### src/acp_pkg.sv
// Package with register map, field positions and reset values of the accumulator pointer block.
package acp_pkg;
  // Register indices as printed; byte address is four times the index.
  localparam logic [7:0] ACP_IDX_POINTER = 8'h00;
  localparam logic [7:0] ACP_IDX_CONTROL = 8'h01;
  localparam logic [7:0] ACP_IDX_STATUS  = 8'h02;
  localparam logic [7:0] ACP_IDX_CMD     = 8'h03;
  // Byte addresses on the bus.
  localparam logic [7:0] ACP_ADDR_POINTER = 8'h00;
  localparam logic [7:0] ACP_ADDR_CONTROL = 8'h04;
  localparam logic [7:0] ACP_ADDR_STATUS  = 8'h08;
  localparam logic [7:0] ACP_ADDR_CMD     = 8'h0C;
  // Reset values.
  localparam logic [3:0] ACP_POINTER_RESET = 4'h0;
  localparam logic [2:0] ACP_MODULUS_RESET = 3'h0;
  localparam logic       ACP_DIR_RESET     = 1'b0;
  // Control register field positions.
  localparam int ACP_CLR_BIT = 7;
  localparam int ACP_DIR_BIT = 6;
  localparam int ACP_MOD_LSB = 0;
  // Command register bit positions.
  localparam int ACP_CMD_OP_BIT   = 0;
  localparam int ACP_CMD_MOVE_BIT = 1;
  // Modulus codes.
  localparam logic [2:0] ACP_MOD_NONE = 3'h0;
  localparam logic [2:0] ACP_MOD_2    = 3'h1;
  localparam logic [2:0] ACP_MOD_4    = 3'h2;
  localparam logic [2:0] ACP_MOD_8    = 3'h3;
  // AXI responses.
  localparam logic [1:0] ACP_RESP_OKAY   = 2'h0;
  localparam logic [1:0] ACP_RESP_SLVERR = 2'h2;
endpackage : acp_pkg

### src/acp_pointer_ctrl.sv
// Active accumulator pointer with automatic stepping and an AXI4-Lite register slave.
// Functional notes
// - Any reset clears the pointer and its control register to zero.
// - Pointer bits 7:4 and control bits 5:3 always read as zero.
// - The 4-bit pointer picks one of sixteen accumulators for arithmetic and logic.
// - With stepping configured the pointer moves after each completed operation by itself.
// - A move into the pointer during an operation loses to the stepping update.
// - Writing one to control bit 7 forces the pointer to zero.
// - The clear bit drops back to zero by itself and always reads as zero.
// - A clear request beats any stepping update in the same cycle.
// - Direction bit 6 selects increment when zero and decrement when one.
// - Modulus zero disables stepping and makes the direction bit irrelevant.
// - Modulus codes one to three step the low one, two or three bits modulo 2, 4 or 8.
// - Modulus four and the reserved codes five to seven step all four bits modulo 16.
`timescale 1ns/1ps
module acp_pointer_ctrl
  import acp_pkg::*;
(
  input  wire logic        aclk,
  input  wire logic        aresetn,
  input  wire logic [7:0]  s_axi_awaddr,
  input  wire logic [2:0]  s_axi_awprot,
  input  wire logic        s_axi_awvalid,
  output logic             s_axi_awready,
  input  wire logic [31:0] s_axi_wdata,
  input  wire logic [3:0]  s_axi_wstrb,
  input  wire logic        s_axi_wvalid,
  output logic             s_axi_wready,
  output logic [1:0]       s_axi_bresp,
  output logic             s_axi_bvalid,
  input  wire logic        s_axi_bready,
  input  wire logic [7:0]  s_axi_araddr,
  input  wire logic [2:0]  s_axi_arprot,
  input  wire logic        s_axi_arvalid,
  output logic             s_axi_arready,
  output logic [31:0]      s_axi_rdata,
  output logic [1:0]       s_axi_rresp,
  output logic             s_axi_rvalid,
  input  wire logic        s_axi_rready,
  input  wire logic        op_done,
  input  wire logic        move_valid,
  input  wire logic [3:0]  move_data,
  output logic [3:0]       active_acc_pointer_field,
  output logic [15:0]      acc_select_onehot
);

  // Core state.
  logic [3:0]  active_acc_pointer;
  logic        step_direction;
  logic [2:0]  step_modulus;
  logic [3:0]  next_pointer;
  // Bus state.
  logic        aw_held;
  logic [7:0]  aw_addr;
  logic        w_held;
  logic [31:0] w_data;
  logic [3:0]  w_strb;
  logic        wr_fire;
  logic        wr_ok;
  logic        sw_ptr_wr;
  logic        sw_ctl_wr;
  logic        sw_cmd_wr;
  logic        pointer_zero_request;
  logic        step_now;
  logic        move_now;

  // Steps the pointer within the field chosen by the modulus; upper bits are kept.
  function automatic logic [3:0] acp_step(input logic [3:0] ptr, input logic dec,
                                          input logic [2:0] modv);
    logic [3:0] mask;
    logic [3:0] moved;
    mask  = 4'hF;
    moved = dec ? ptr - 4'h1 : ptr + 4'h1;
    if (modv == ACP_MOD_2) begin
      mask = 4'h1;
    end else if (modv == ACP_MOD_4) begin
      mask = 4'h3;
    end else if (modv == ACP_MOD_8) begin
      mask = 4'h7;
    end
    return (ptr & ~mask) | (moved & mask);
  endfunction : acp_step

  // Address decode for the write response only; the read path decodes address bits 7:2 itself.
  function automatic logic acp_mapped(input logic [7:0] addr);
    return (addr == ACP_ADDR_POINTER) || (addr == ACP_ADDR_CONTROL) ||
           (addr == ACP_ADDR_STATUS) || (addr == ACP_ADDR_CMD);
  endfunction : acp_mapped

  // Write channel handshakes: each of address and data is held until both are present.
  assign s_axi_awready = !aw_held && !s_axi_bvalid;
  assign s_axi_wready  = !w_held && !s_axi_bvalid;
  assign wr_fire       = aw_held && w_held && !s_axi_bvalid;
  assign wr_ok         = acp_mapped(aw_addr);
  assign sw_ptr_wr     = wr_fire && (aw_addr == ACP_ADDR_POINTER) && w_strb[0];
  assign sw_ctl_wr     = wr_fire && (aw_addr == ACP_ADDR_CONTROL) && w_strb[0];
  assign sw_cmd_wr     = wr_fire && (aw_addr == ACP_ADDR_CMD) && w_strb[0];

  // Catches write address and data in either order.
  always_ff @(posedge aclk) begin
    if (!aresetn) begin
      aw_held <= 1'b0;
      aw_addr <= 8'h00;
      w_held  <= 1'b0;
      w_data  <= 32'h0000_0000;
      w_strb  <= 4'h0;
    end else begin
      if (s_axi_awvalid && s_axi_awready) begin
        aw_held <= 1'b1;
        aw_addr <= {s_axi_awaddr[7:2], 2'b00};
      end else if (wr_fire) begin
        aw_held <= 1'b0;
      end
      if (s_axi_wvalid && s_axi_wready) begin
        w_held <= 1'b1;
        w_data <= s_axi_wdata;
        w_strb <= s_axi_wstrb;
      end else if (wr_fire) begin
        w_held <= 1'b0;
      end
    end
  end

  // Write response, SLVERR for an unmapped address.
  always_ff @(posedge aclk) begin
    if (!aresetn) begin
      s_axi_bvalid <= 1'b0;
      s_axi_bresp  <= ACP_RESP_OKAY;
    end else if (wr_fire) begin
      s_axi_bvalid <= 1'b1;
      s_axi_bresp  <= wr_ok ? ACP_RESP_OKAY : ACP_RESP_SLVERR;
    end else if (s_axi_bready) begin
      s_axi_bvalid <= 1'b0;
    end
  end

  // Pointer events from software writes and from the instruction side.
  assign pointer_zero_request = sw_ctl_wr && w_data[ACP_CLR_BIT];
  assign step_now = (op_done || (sw_cmd_wr && w_data[ACP_CMD_OP_BIT])) &&
                    (step_modulus != ACP_MOD_NONE);
  assign move_now = move_valid || (sw_cmd_wr && w_data[ACP_CMD_MOVE_BIT]);

  // Priority: clear, then stepping, then moved data, then a register write.
  always_comb begin
    next_pointer = active_acc_pointer;
    if (pointer_zero_request) begin
      next_pointer = ACP_POINTER_RESET;
    end else if (step_now) begin
      next_pointer = acp_step(active_acc_pointer, step_direction, step_modulus);
    end else if (move_now) begin
      next_pointer = move_valid ? move_data : w_data[7:4];
    end else if (sw_ptr_wr) begin
      next_pointer = w_data[3:0];
    end
  end

  // Pointer register.
  always_ff @(posedge aclk) begin
    if (!aresetn) begin
      active_acc_pointer <= ACP_POINTER_RESET;
    end else begin
      active_acc_pointer <= next_pointer;
    end
  end

  // Control register; the clear bit is not stored so it reads back as zero.
  always_ff @(posedge aclk) begin
    if (!aresetn) begin
      step_direction <= ACP_DIR_RESET;
      step_modulus   <= ACP_MODULUS_RESET;
    end else if (sw_ctl_wr) begin
      step_direction <= w_data[ACP_DIR_BIT];
      step_modulus   <= w_data[ACP_MOD_LSB +: 3];
    end
  end

  // Pointer outputs that choose the active accumulator.
  assign active_acc_pointer_field = active_acc_pointer;
  assign acc_select_onehot = 16'h0001 << active_acc_pointer;

  // Read channel: one cycle from address to data.
  assign s_axi_arready = !s_axi_rvalid;
  always_ff @(posedge aclk) begin
    if (!aresetn) begin
      s_axi_rvalid <= 1'b0;
      s_axi_rdata  <= 32'h0000_0000;
      s_axi_rresp  <= ACP_RESP_OKAY;
    end else if (s_axi_arvalid && s_axi_arready) begin
      s_axi_rvalid <= 1'b1;
      s_axi_rresp  <= ACP_RESP_OKAY;
      s_axi_rdata  <= 32'h0000_0000;
      if (s_axi_araddr[7:2] == ACP_ADDR_POINTER[7:2]) begin
        s_axi_rdata <= {28'h0000000, active_acc_pointer};
      end else if (s_axi_araddr[7:2] == ACP_ADDR_CONTROL[7:2]) begin
        s_axi_rdata <= {24'h000000, 1'b0, step_direction, 3'h0, step_modulus};
      end else if (s_axi_araddr[7:2] == ACP_ADDR_STATUS[7:2]) begin
        s_axi_rdata <= {15'h0000, acc_select_onehot, 1'b0};
      end else if (s_axi_araddr[7:2] == ACP_ADDR_CMD[7:2]) begin
        s_axi_rdata <= 32'h0000_0000;
      end else begin
        s_axi_rresp <= ACP_RESP_SLVERR;
      end
    end else if (s_axi_rready) begin
      s_axi_rvalid <= 1'b0;
    end
  end
endmodule : acp_pointer_ctrl

### config.mk
export PLATFORM = sky130hd
export DESIGN_NAME = acp_pointer_ctrl
export DESIGN_NICKNAME = d
export VERILOG_FILES = /design/src/acp_pkg.sv /design/src/acp_pointer_ctrl.sv
export SDC_FILE = /design/constraint.sdc
export NUM_CORES = 1
export LEC_CHECK = 0
export ABC_AREA = 1
export BUFFER_PORTS_ARGS = -buffer_cell sky130_fd_sc_hd__buf_2
export CORE_MARGIN = 5
export CORE_UTILIZATION = 49
export CTS_CLUSTER_DIAMETER = 80
export DETAILED_ROUTE_END_ITERATION = 8
export PLACE_DENSITY = 0.86
export SYNTH_ARGS = -nofsm -noshare
export SYNTH_HDL_FRONTEND = slang
export SYNTH_SLANG_ARGS = --single-unit
export TNS_END_PERCENT = 1
### constraint.sdc
create_clock -name aclk -period 2.4 [get_ports aclk]
set_clock_uncertainty 0.1 [all_clocks]
set_input_delay 0.48 -clock aclk [delete_from_list [all_inputs] [get_ports aclk]]
set_output_delay 0.48 -clock aclk [all_outputs]
set_load 0.01 [all_outputs]
# ---- Word level (Yosys, flattened, before mapping)
# Cells that the tools add are included.
dict set report word_totals {
  ram_bits 0
  latch_bits 0
  romBits 0
  reg_bits 63
  output_inout_bits 61
  memories 0
  input_bits 71
  wordCells 90
}
dict set report op_classes {
  muxes 25
  n_addsub 2
  n_reduce_logical 35
  multipliers 0
  n_div 0
  n_lt_le_gt_ge 0
  eq_ne 9
  shift 1
  bitwise_logic 5
}
# operator count
set op_table {}
lappend op_table {{2-to-1 mux 17 bit} 3}
lappend op_table {{2-to-1 mux 4 bit} 10}
lappend op_table {{equality test 6 x 2 -> 1 bit (second input constant)} 4}
lappend op_table {{logical AND 1 bit} 17}
lappend op_table {{<< shifter 1 x 4 -> 16 bit (first input constant)} 1}
lappend op_table {{equality test 6 x 1 -> 1 bit (second input constant)} 2}
lappend op_table {{2-to-1 mux 2 bit} 5}
lappend op_table {{bitwise AND 4 bit} 2}
lappend op_table {{logical NOT 8 bit} 1}
lappend op_table {{nonzero test 2 bit} 4}
lappend op_table {{2-to-1 mux 1 bit} 7}
lappend op_table {{equality test 3 x 2 -> 1 bit (second input constant)} 2}
lappend op_table {{logical NOT 6 bit} 1}
lappend op_table {{nonzero test 3 bit} 2}
lappend op_table {{logical OR 1 bit} 5}
lappend op_table {{adder 4 x 1 -> 4 bit (second input constant)} 1}
lappend op_table {{logical NOT 1 bit} 4}
lappend op_table {{inverter 4 bit} 1}
lappend op_table {{bitwise OR 4 bit} 1}
lappend op_table {{subtractor 4 x 1 -> 4 bit (second input constant)} 1}
lappend op_table {{equality test 3 x 1 -> 1 bit (second input constant)} 1}
lappend op_table {{OR reduction 2 bit} 1}
lappend op_table {{inverter 1 bit} 1}

# ---- Longest topological paths before layout
# Gate-level depths: netlist (run 1).
dict set report logic_depth {
  ltp_word 13
  mapped_depth 11
  depth_no_buf 11
}

# ---- Worst setup path before layout (run 1)
# OpenSTA, ideal clock, no wires.
dict set report synth_path {
  path_type {reg-to-output}
  start {register (tool-made name)}
  end {output acc_select_onehot[2]}
  t_required_ps 1820
  path_stages_with_launch 3
  setup_slack_ps 674
  arrival_time_ps 1146
  path_cell_list {dfxtp_1 > inv_1 > nor4_1}
}
# item line
set synth_lines {}
lappend synth_lines {{to (decl)} acp_pointer_ctrl.sv:44} ;# output logic [15:0] acc_select_onehot

# ---- Worst setup path in the final report (run 1)
dict set report layout_path {
  start {register active_acc_pointer[0] (netlist: active_acc_pointer_field[0])}
  end {output acc_select_onehot[3]}
}
dict set report layout_between {
  elab_chain_len 1
}
# item line
set layout_rtl {}
lappend layout_rtl {{from (decl)} acp_pointer_ctrl.sv:48} ;# logic [3:0] active_acc_pointer;
lappend layout_rtl {{from (signal assigned)} acp_pointer_ctrl.sv:162} ;# active_acc_pointer <= next_pointer;
lappend layout_rtl {{<< shifter 1 x 4 -> 16 bit} acp_pointer_ctrl.sv:179} ;# assign acc_select_onehot = 16'h0001 << active_acc_pointer;
# Every way passes these cells.

==> results.md, run 1 <==
- Diode count: 0
- Placed cell areas: about 2800 µm²
- Multi-input logic area: 1286 µm²
- Launch point of the worst reg-to-reg path: active_acc_pointer_field[0]
- Hold path start: s_axi_awaddr[7]
- CP Data Required Time: 1.82 ns
- CTS tree: yes
- GR Layer Usage met3: 4.878%
- Synth Flop Type: dfxtp_1
- Max Fanout on Critical Path: 10
- Drt initial violations: 131
- Initial Util: 49.58%
- Unrepaired setup endpoints after global routing: no
- Top-Level Pins: roughly 130
- Final Non-Filler Cells: around 500
- Netlist Area Pre-Place: 2484 µm²
- Die width: 81.20 µm
- Total power per unit cell area: 590.4 nW/µm²
- Root Driver: clkbuf_8
- Worst Path Arrival: 1.69 ns
- Drt wl/cell: around 12 µm
- VDD IR max: 0.0004256 V
- Dpl hpwl: 4626 µm
- Die Footprint: between 6000 and 7000 µm²
- Layout area overhead: 19.14%
- Endpoints failing setup: 0
- Layout cells sized above 1: roughly 25%
- Yosys reg bits: 46
- Slew of the pin with the lowest slew margin: 0.5088 ns
- GRT overflow: 0
- Synth Instances: 347
- Area leader, netlist: dfxtp_1
- Hold_ws: between 0.3 and 0.4 ns
- Placed cell count: approximately 480
- Crit path launch: active_acc_pointer_field[0]
- Ranking of synthesized cells by area: dfxtp_1 (37%), nand2_1 (8.3%), nor2_1 (7.1%)
- Die Y: just over 80 µm
- DR vias: about 2,400
- DRT antenna net count: 0
- Via density: between 4 and 5
- M1 GR Usage: 23.23%
- Fill count: 459
- Synth warn: 0
- Clock sinks: 46
- Hold depth: 3
- Post-cts gate resize count: 0
- Max clock buf depth: 2
- Clock-pin slew on the worst setup and hold paths: about 0.090 ns
- CP endpoint kind: output pin
- TritonRoute pass-1 iters: 4
- Routing usage on met2: 32.18%
- FF-to-FF path depth: 7
- Slew margin rel.: 66.00%
- Fmax: 440.1 MHz
- Nets@finish: 494
- Fin crit share: between 90% and 100%
- Fin. Hold Viols: 0
- Leak: 1.492 nW
- Post-CTS setup buffer count: 0
- Initial antenna violation count: 0
- Number of synthesized flops with an enable pin: 0
- Core area: 5010 µm²
- Vias in the first global route: 2,284
- Register area share after synthesis: a little under two fifths
- Critical path class: reg2out
- Gr usage total: a little under a fifth
- Status: completed
- Netlist cell types: 36
- Max-cap violation count: 0
- Yosys top cell area share: 37.08%
- Reg area: 920.9 µm²
- H-tree Lvls: 2
- CTS Buf Count: 5
- Ys async rst share: 0%
- Crit path launch type: flip-flop
- Final instance area: 2959 µm²
- R2r setup slk: 0.48 ns
- DRT Wirelength: between 6000 and 7000 µm
- Port Buffer Count: 77
- Synthesized area per cell: around 7.2 µm²
- Hold Path Class: in2reg
- Placer Congestion: 0.8277
- Hold EP: aw_addr[7]
- Rows: 26
- Hold-fix buffers, CTS: 0
- Global routing's busiest layer: met2
- Worst skew pair latency: roughly 0.3 ns
- Residual DRC: 0
- Largest net degree at the start of global routing: 27
- First-pass GRT wire length: 9915 µm
- Min cycle time layout: 2.272 ns
- Slew Viols, Final: 0
- TNS Setup: 0 ns
## cell usage after synthesis, types with 2 or more instances
master / n
nand2_1: 55
ha_1: 2
nor2_8: 2
o211ai_1: 3
buf_4: 18
dfxtp_1: 46
buf_2: 2
nor4_1: 3
o221ai_1: 2
nand3_4: 2
nand4_1: 8
inv_1: 37
nand3_1: 18
o21ai_0: 32
nand2_2: 3
nand2_4: 3
nor3_1: 2
o2111ai_1: 2
inv_2: 2
a21oi_1: 32
nor2_2: 4
clkbuf_1: 9
nor2_1: 47
## sequential cells by signal, summed over array words and instances (netlist names), 3 cells and up, named ones only
name,count
aw_addr,6
s_axi_rdata,17
step_modulus,3
w_data,8
## report_power, final
group | internal, W | total, W | switching (W)
clock | 0.000311 | 0.000576 | 0.000265
combinational | 0.000112 | 0.000311 | 0.000199
sequential | 0.000816 | 0.000860 | 0.0000443
## cell usage in the layout (no fill, tap or decap), drive strengths merged, types with 2 or more instances in the layout
cell type,n
o21ai,33
o221ai,2
a21oi,32
ha,2
nand3,21
nor4,3
nand2,61
clkbuf,6
buf,80
inv,39
o211ai,3
conb,17
o2111ai,2
dfxtp,46
nor2,54
nand4,8
nor3,3
## area by class of cell
class / instances / area share (%)
Clock buffer: 6 / 2.452
Clock inverter: 2 / 1.268
Inverter: 39 / 4.947
Multi-Input combinational cell: 248 / 43.47
Sequential cell: 46 / 31.12
Tap cell: 70 / 2.960
Timing Repair Buffer: 80 / 13.78
## worst max-delay path: stages, from the launching register on
cell and delay (ns):
dfxtp_1 0.55, inv_1 0.25, nor4_1 0.37, buf_2 0.22
## how the worst max path moves through the flow
stage | depth (start not counted) | end | slack (ns)
4_1_cts | 3 | acc_select_onehot[3] | 0.14
5_1_grt | 3 | acc_select_onehot[2] | 0.02
6_report | 3 | acc_select_onehot[3] | 0.13
2_1_floorplan | 2 | acc_select_onehot[2] | 0.67
3_5_place_dp | 3 | acc_select_onehot[3] | 0.51
3_3_place_gp | 3 | acc_select_onehot[3] | 0.52
## through the flow
step	total power (W)	util (%)	setup slack (ns)
after global placement	0.001180	56.87	0.5197
after CTS	0.001753	59.07	0.1367
after floorplan	0.001100	-	0.6742
final	0.001747	59.07	0.1276
after global routing	0.001839	59.07	0.01916
after detailed placement	0.001188	56.87	0.5137
## logic make-up (layout without fill, tap and decap cells)
logic type	after synthesis	after routing	synth area share (%)
flip-flops	46	46	37.08
multiplexers	1	1	0.4030
buffers and inverters	69	127	13.55
AND/OR/NAND/NOR	150	150	29.87
AO/OA/AOI/OAI	75	75	16.42
adder cells (fa/ha/maj)	3	3	1.813
other	1	17	0.1510
XOR/XNOR	2	2	0.7054
## per-layer routing
layer	share of wire, %	up-vias
li1	-	1245
met1	42	1072
met2	49	68
met3	6.4	12
met4	2.2	0
met5	0	-
(Power assumes the default switching activity.)
==> run 2, diff against run 1 <==
- GPL_TIMING_DRIVEN: not set -> 0
==> results.md, run 2 (synthesis gave the netlist of run 1 again) <==
- Status: completed (unchanged)
- FF-to-FF path depth: 7 (unchanged)
- Worst Path Arrival: 1.67 ns (was 1.69 ns)
- Slew Viols, Final: 0 (unchanged)
- Core area: 5010 µm² (unchanged)
- Worst skew pair latency: 0.31 ns (was 0.30 ns)
- Fin. Hold Viols: 0 (unchanged)
- Multi-input logic area: 1292 µm² (was 1286 µm²)
- VDD IR max: 0.0003759 V (was 0.0004256 V)
- CTS tree: yes (unchanged)
- Hold EP: w_data[6] (was aw_addr[7])
- Reg area: 920.9 µm² (unchanged)
- Most frequent cells in the layout: buf_2 (77), nand2_1 (55), nor2_1 (47), dfxtp_1 (46), inv_1 (37) (unchanged)
- Largest net degree at the start of global routing: 17 (was 27)
- Leak: 1.587 nW (was 1.492 nW)
- CTS Buf Count: 5 (unchanged)
- Clock-pin slew on the worst setup and hold paths: 0.09 ns (about the same)
- Rows: 26 (unchanged)
- Worst setup margin: 0.1480 ns (was 0.1276 ns)
- Drt initial violations: 176 (was 131)
- Initial antenna violation count: 0 (unchanged)
- Hold Path Class: in2reg (unchanged)
- Fin crit share: 93.83% (was 94.68%)
- Post-CTS setup buffer count: 0 (unchanged)
- DRT Wirelength: 6494 µm (was 6020 µm)
- Vias in the first global route: 2,418 (was 2,284)
- Max reg flops: 17 (unchanged)
- Critical path class: reg2out (unchanged)
- Residual DRC: 0 (unchanged)
- Fmax: 444.0 MHz (was 440.1 MHz)
- Max clock buf depth: 2 (unchanged)
- Diode count: 0 (unchanged)
- Root Driver: clkbuf_8 (unchanged)
- Crit path launch type: flip-flop (unchanged)
- Place WS: 0.4642 ns (was 0.5137 ns)
- TNS Setup: 0 ns (unchanged)
- Initial Util: 49.58% (unchanged)
- Clock sinks: 46 (unchanged)
- Unrepaired setup endpoints after global routing: no (unchanged)
- TritonRoute pass-1 iters: 4 (unchanged)
- Dpl hpwl: 5069 µm (was 4626 µm)
- Max-cap violation count: 0 (unchanged)
- Post-cts gate resize count: 0 (unchanged)
- Min cycle time layout: 2.252 ns (was 2.272 ns)
- Die Y: 81.20 µm (unchanged)
- Most common cell after layout, fill and taps aside: buf_2 (unchanged)
- R2r setup slk: 0.50 ns (was 0.48 ns)
- Max Fanout on Critical Path: 9 (was 10)
- DRT antenna net count: 0 (unchanged)
- Hold-fix buffers, CTS: 0 (unchanged)
- Die Footprint: 6593 µm² (unchanged)
- Hold depth: 3 (unchanged)
- Port Buffer Count: 75 (was 77)
- Hold path start: s_axi_wdata[6] (was s_axi_awaddr[7])
- Placer Congestion: 0.8455 (was 0.8277)
- Final Core Density: 62.01% (was 59.07%)
- Layout area overhead: 25.09% (was 19.14%)
- Nets@finish: 519 (was 494)
- Endpoints failing setup: 0 (unchanged)
- CP Data Required Time: 1.82 ns (about the same)
- H-tree Lvls: 2 (unchanged)
- Layout cells sized above 1: 28.03% (was 25.42%)
- GRT overflow: 0 (unchanged)
- Largest register by flop count: s_axi_rdata (unchanged)
- Gr usage total: 20.26% (was 19.05%)
- Drt wl/cell: 12.59 µm (was 12.26 µm)
- Largest registers: s_axi_rdata (17), w_data (8), aw_addr (6) (unchanged)
- CP endpoint kind: output pin (unchanged)
- Total power per unit cell area: 548.6 nW/µm² (was 590.4 nW/µm²)
- First-pass GRT wire length: 10,560 µm (was 9915 µm)
- DR vias: 2,538 (was 2,397)
- Die width: 81.20 µm (unchanged)
- Via density: 4.919 (was 4.882)
- Fill count: 469 (was 459)
- Top-Level Pins: 132 (unchanged)
==> run 2: cell types whose count changed in the layout (fill, tap and decap cells not counted), sizes merged <==
cell | previous run | this run
buf | 80 | 96
clkbuf | 6 | 14
bufinv | 1 | 0
clkinv | 0 | 1
inv | 39 | 40
==> run 2: layout make-up <==
class	count	share of cell area (%)
Clock buffer	5	2.215
Inverter	39	4.712
Timing Repair Buffer	75	12.08
Sequential cell	46	29.64
Buffer	30	6.122
Multi-Input combinational cell	248	41.60
Tap cell	70	2.819
Clock inverter	3	0.8055
==> run 2: metrics by stage <==
| step | hold WS [ns] | area (µm²) | cells | power, W |
|---|---|---|---|---|
| 5_1_grt | 0.3362 | 3107 | 516 | 0.001788 |
| 4_1_cts | 0.3177 | 3100 | 516 | 0.001709 |
| 3_5_place_dp | 0.3534 | 3007 | 508 | 0.001222 |
| 3_3_place_gp | 0.3474 | 3007 | 508 | 0.001211 |
| 6_report | 0.3191 | 3107 | 516 | 0.001704 |
| 2_1_floorplan | 0.3301 | 2544 | 363 | 0.001100 |
==> run 2: how the worst max path moves through the flow <==
stage	slack, ns	end	startpoint
floorplan	0.67	acc_select_onehot[2]	flip-flop
global placement	0.51	acc_select_onehot[3]	flip-flop
detailed placement	0.46	acc_select_onehot[3]	flip-flop
CTS	0.12	acc_select_onehot[3]	flip-flop
global route	0.02	acc_select_onehot[2]	flip-flop
finish	0.15	acc_select_onehot[1]	active_acc_pointer_field[0]
==> run 2: per-layer routing <==
layer	wire length [µm]	part of all wire, %	track usage (%)
met3	453	7.0	4.767
met4	168	2.6	8.784
met1	2672	41	23.79
met2	3199	49	35.06
met5	0	0	0
==> run 2: critical path: stages, from the launching register on <==
cell and delay, ns:
dfxtp_1 0.33, buf_4 0.16, inv_1 0.18, nor4_1 0.46
buf_2 0.22
==> run 2: power breakdown <==
group	total [W]	internal (W)	switching, W
clock	0.000495	0.000210	0.000285
sequential	0.000853	0.000816	0.0000375
combinational	0.000356	0.000134	0.000221
total	0.00170	0.00116	0.000544
==> run 3, diff against run 2 <==
- MAX_ROUTING_LAYER: not set -> met4
==> results.md, run 3 (synthesis gave the netlist of run 1 again) <==
- VDD IR max: 0.0005340 V (was 0.0003759 V)
- Post-cts gate resize count: 0 (unchanged)
- Fin. Hold Viols: 0 (unchanged)
- Vias in the first global route: 2,486 (was 2,418)
- Post-CTS setup buffer count: 0 (unchanged)
- Die width: 81.20 µm (unchanged)
- DR vias: 2,566 (was 2,538)
- Most frequent cells in the layout: buf_2 (77), nand2_1 (55), nor2_1 (47), dfxtp_1 (46), inv_1 (37) (unchanged)
- Worst Path Arrival: 1.71 ns (was 1.67 ns)
- Diode count: 0 (unchanged)
- Initial Util: 49.58% (unchanged)
- Max clock buf depth: 2 (unchanged)
- Worst path bufs/invs: 2 (was 3)
- Worst setup margin: 0.1091 ns (was 0.1480 ns)
- CP Data Required Time: 1.82 ns (about the same)
- Core area: 5010 µm² (unchanged)
- Critical path class: reg2out (unchanged)
- Dpl hpwl: 5145 µm (was 5069 µm)
- Unrepaired setup endpoints after global routing: no (unchanged)
- Kind of cell adding the most delay to the critical path: flip-flops (was buffers and inverters)
- Drt initial violations: 218 (was 176)
- CP peak stage delay: 0.52 ns (was 0.46 ns)
- Slew Viols, Final: 0 (unchanged)
- Initial antenna violation count: 0 (unchanged)
- Place WS: 0.5101 ns (was 0.4642 ns)
- Max-cap violation count: 0 (unchanged)
- Hold Path Class: in2reg (unchanged)
- Die Footprint: 6593 µm² (unchanged)
- Layout area overhead: 26.80% (was 25.09%)
- Fin crit share: 95.45% (was 93.83%)
- Gr usage total: 21.55% (was 20.26%)
- Status: completed (unchanged)
- Leak: 1.613 nW (was 1.587 nW)
- Max Fanout on Critical Path: 9 (unchanged)
- CP Cell Sequence: inv_1 > nor4_1 > buf_2 (was buf_4 > inv_1 > nor4_1 > buf_2)
- Largest registers: s_axi_rdata (17), w_data (8), aw_addr (6) (unchanged)
- Min cycle time layout: 2.291 ns (was 2.252 ns)
- CTS Buf Count: 5 (unchanged)
- TritonRoute pass-1 iters: 4 (unchanged)
- Total power per unit cell area: 610.5 nW/µm² (was 548.6 nW/µm²)
- CP endpoint kind: output pin (unchanged)
- Root Driver: clkbuf_8 (unchanged)
- GRT overflow: 0 (unchanged)
- Clock-pin slew on the worst setup and hold paths: 0.09 ns (about the same)
- Port Buffer Count: 75 (unchanged)
- Slowest cell on the critical path: dfxtp_1 (was nor4_1)
- CTS tree: yes (unchanged)
- Max reg flops: 17 (unchanged)
- Die Y: 81.20 µm (unchanged)
- Fill count: 456 (was 469)
- DRT Wirelength: 6687 µm (was 6494 µm)
- Drt wl/cell: 12.96 µm (was 12.59 µm)
- Via density: 4.973 (was 4.919)
- Layout cells sized above 1: 27.80% (was 28.03%)
- First-pass GRT wire length: 10,930 µm (was 10,560 µm)
- Worst skew pair latency: 0.30 ns (was 0.31 ns)
- Endpoints failing setup: 0 (unchanged)
- Largest net degree at the start of global routing: 15 (was 17)
- Rows: 26 (unchanged)
- Fmax: 436.5 MHz (was 444.0 MHz)
- DRT antenna net count: 0 (unchanged)
- Clock sinks: 46 (unchanged)
- H-tree Lvls: 2 (unchanged)
- Most common cell after layout, fill and taps aside: buf_2 (unchanged)
- Nets@finish: 519 (unchanged)
- Top-Level Pins: 132 (unchanged)
- Residual DRC: 0 (unchanged)
- Crit path launch type: flip-flop (unchanged)
- Largest register by flop count: s_axi_rdata (unchanged)
- TNS Setup: 0 ns (unchanged)
- Hold-fix buffers, CTS: 0 (unchanged)
- Placer Congestion: 0.8501 (was 0.8455)
-- run 3: final cells by class --
| cell class | count | area [µm²] | area share (%) |
|---|---|---|---|
| Multi-Input combinational cell | 248 | 1286 | 40.84 |
| Sequential cell | 46 | 920.9 | 29.24 |
| Timing Repair Buffer | 75 | 375.4 | 11.92 |
| Buffer | 30 | 190.2 | 6.039 |
| Inverter | 39 | 146.4 | 4.648 |
| Tap cell | 70 | 87.58 | 2.781 |
| Clock buffer | 6 | 82.58 | 2.622 |
| Clock inverter | 2 | 60.06 | 1.907 |
-- run 3: final timing paths --
check	startpoint	to	slack, ns	cells after the start
max	flip-flop	acc_select_onehot[2]	0.11	3
min	s_axi_wdata[6]	w_data[6]	0.32	3
max reg2reg	flip-flop	flip-flop	0.54	7
min reg2reg	w_data[5]	w_data[5]	0.36	2
-- run 3: worst min-delay path: stages --
cell and delay (ns):
buf_2 0.07, o21ai_0 0.07, nor2_1 0.08
-- run 3: per-stage QoR --
step	util [%]	hold WS [ns]	cell area, µm²	power [W]	cells
floorplan	-	0.3301	2544	0.001100	363
global placement	60.01	0.3474	3007	0.001211	508
detailed placement	60.01	0.3531	3007	0.001221	508
CTS	62.86	0.3218	3149	0.001923	516
global route	62.86	0.3531	3149	0.002003	516
finish	62.86	0.3213	3149	0.001923	516
-- run 3: routing by layer --
metal	vias up	wire (µm)	GRT usage (%)	part of all wire, %
met3	19	410	4.767	6.1
met4	0	146	10.81	2.2
li1	1295	-	-	-
met5	-	0	-	0
met2	95	3318	35.22	50
met1	1157	2811	24.85	42
-- run 3: power breakdown --
group	total (W)	switching, W	leakage [nW]	internal [W]
sequential	0.000854	0.0000379	0.379	0.000816
clock	0.000713	0.000269	0.0714	0.000444
combinational	0.000356	0.000222	1.16	0.000134
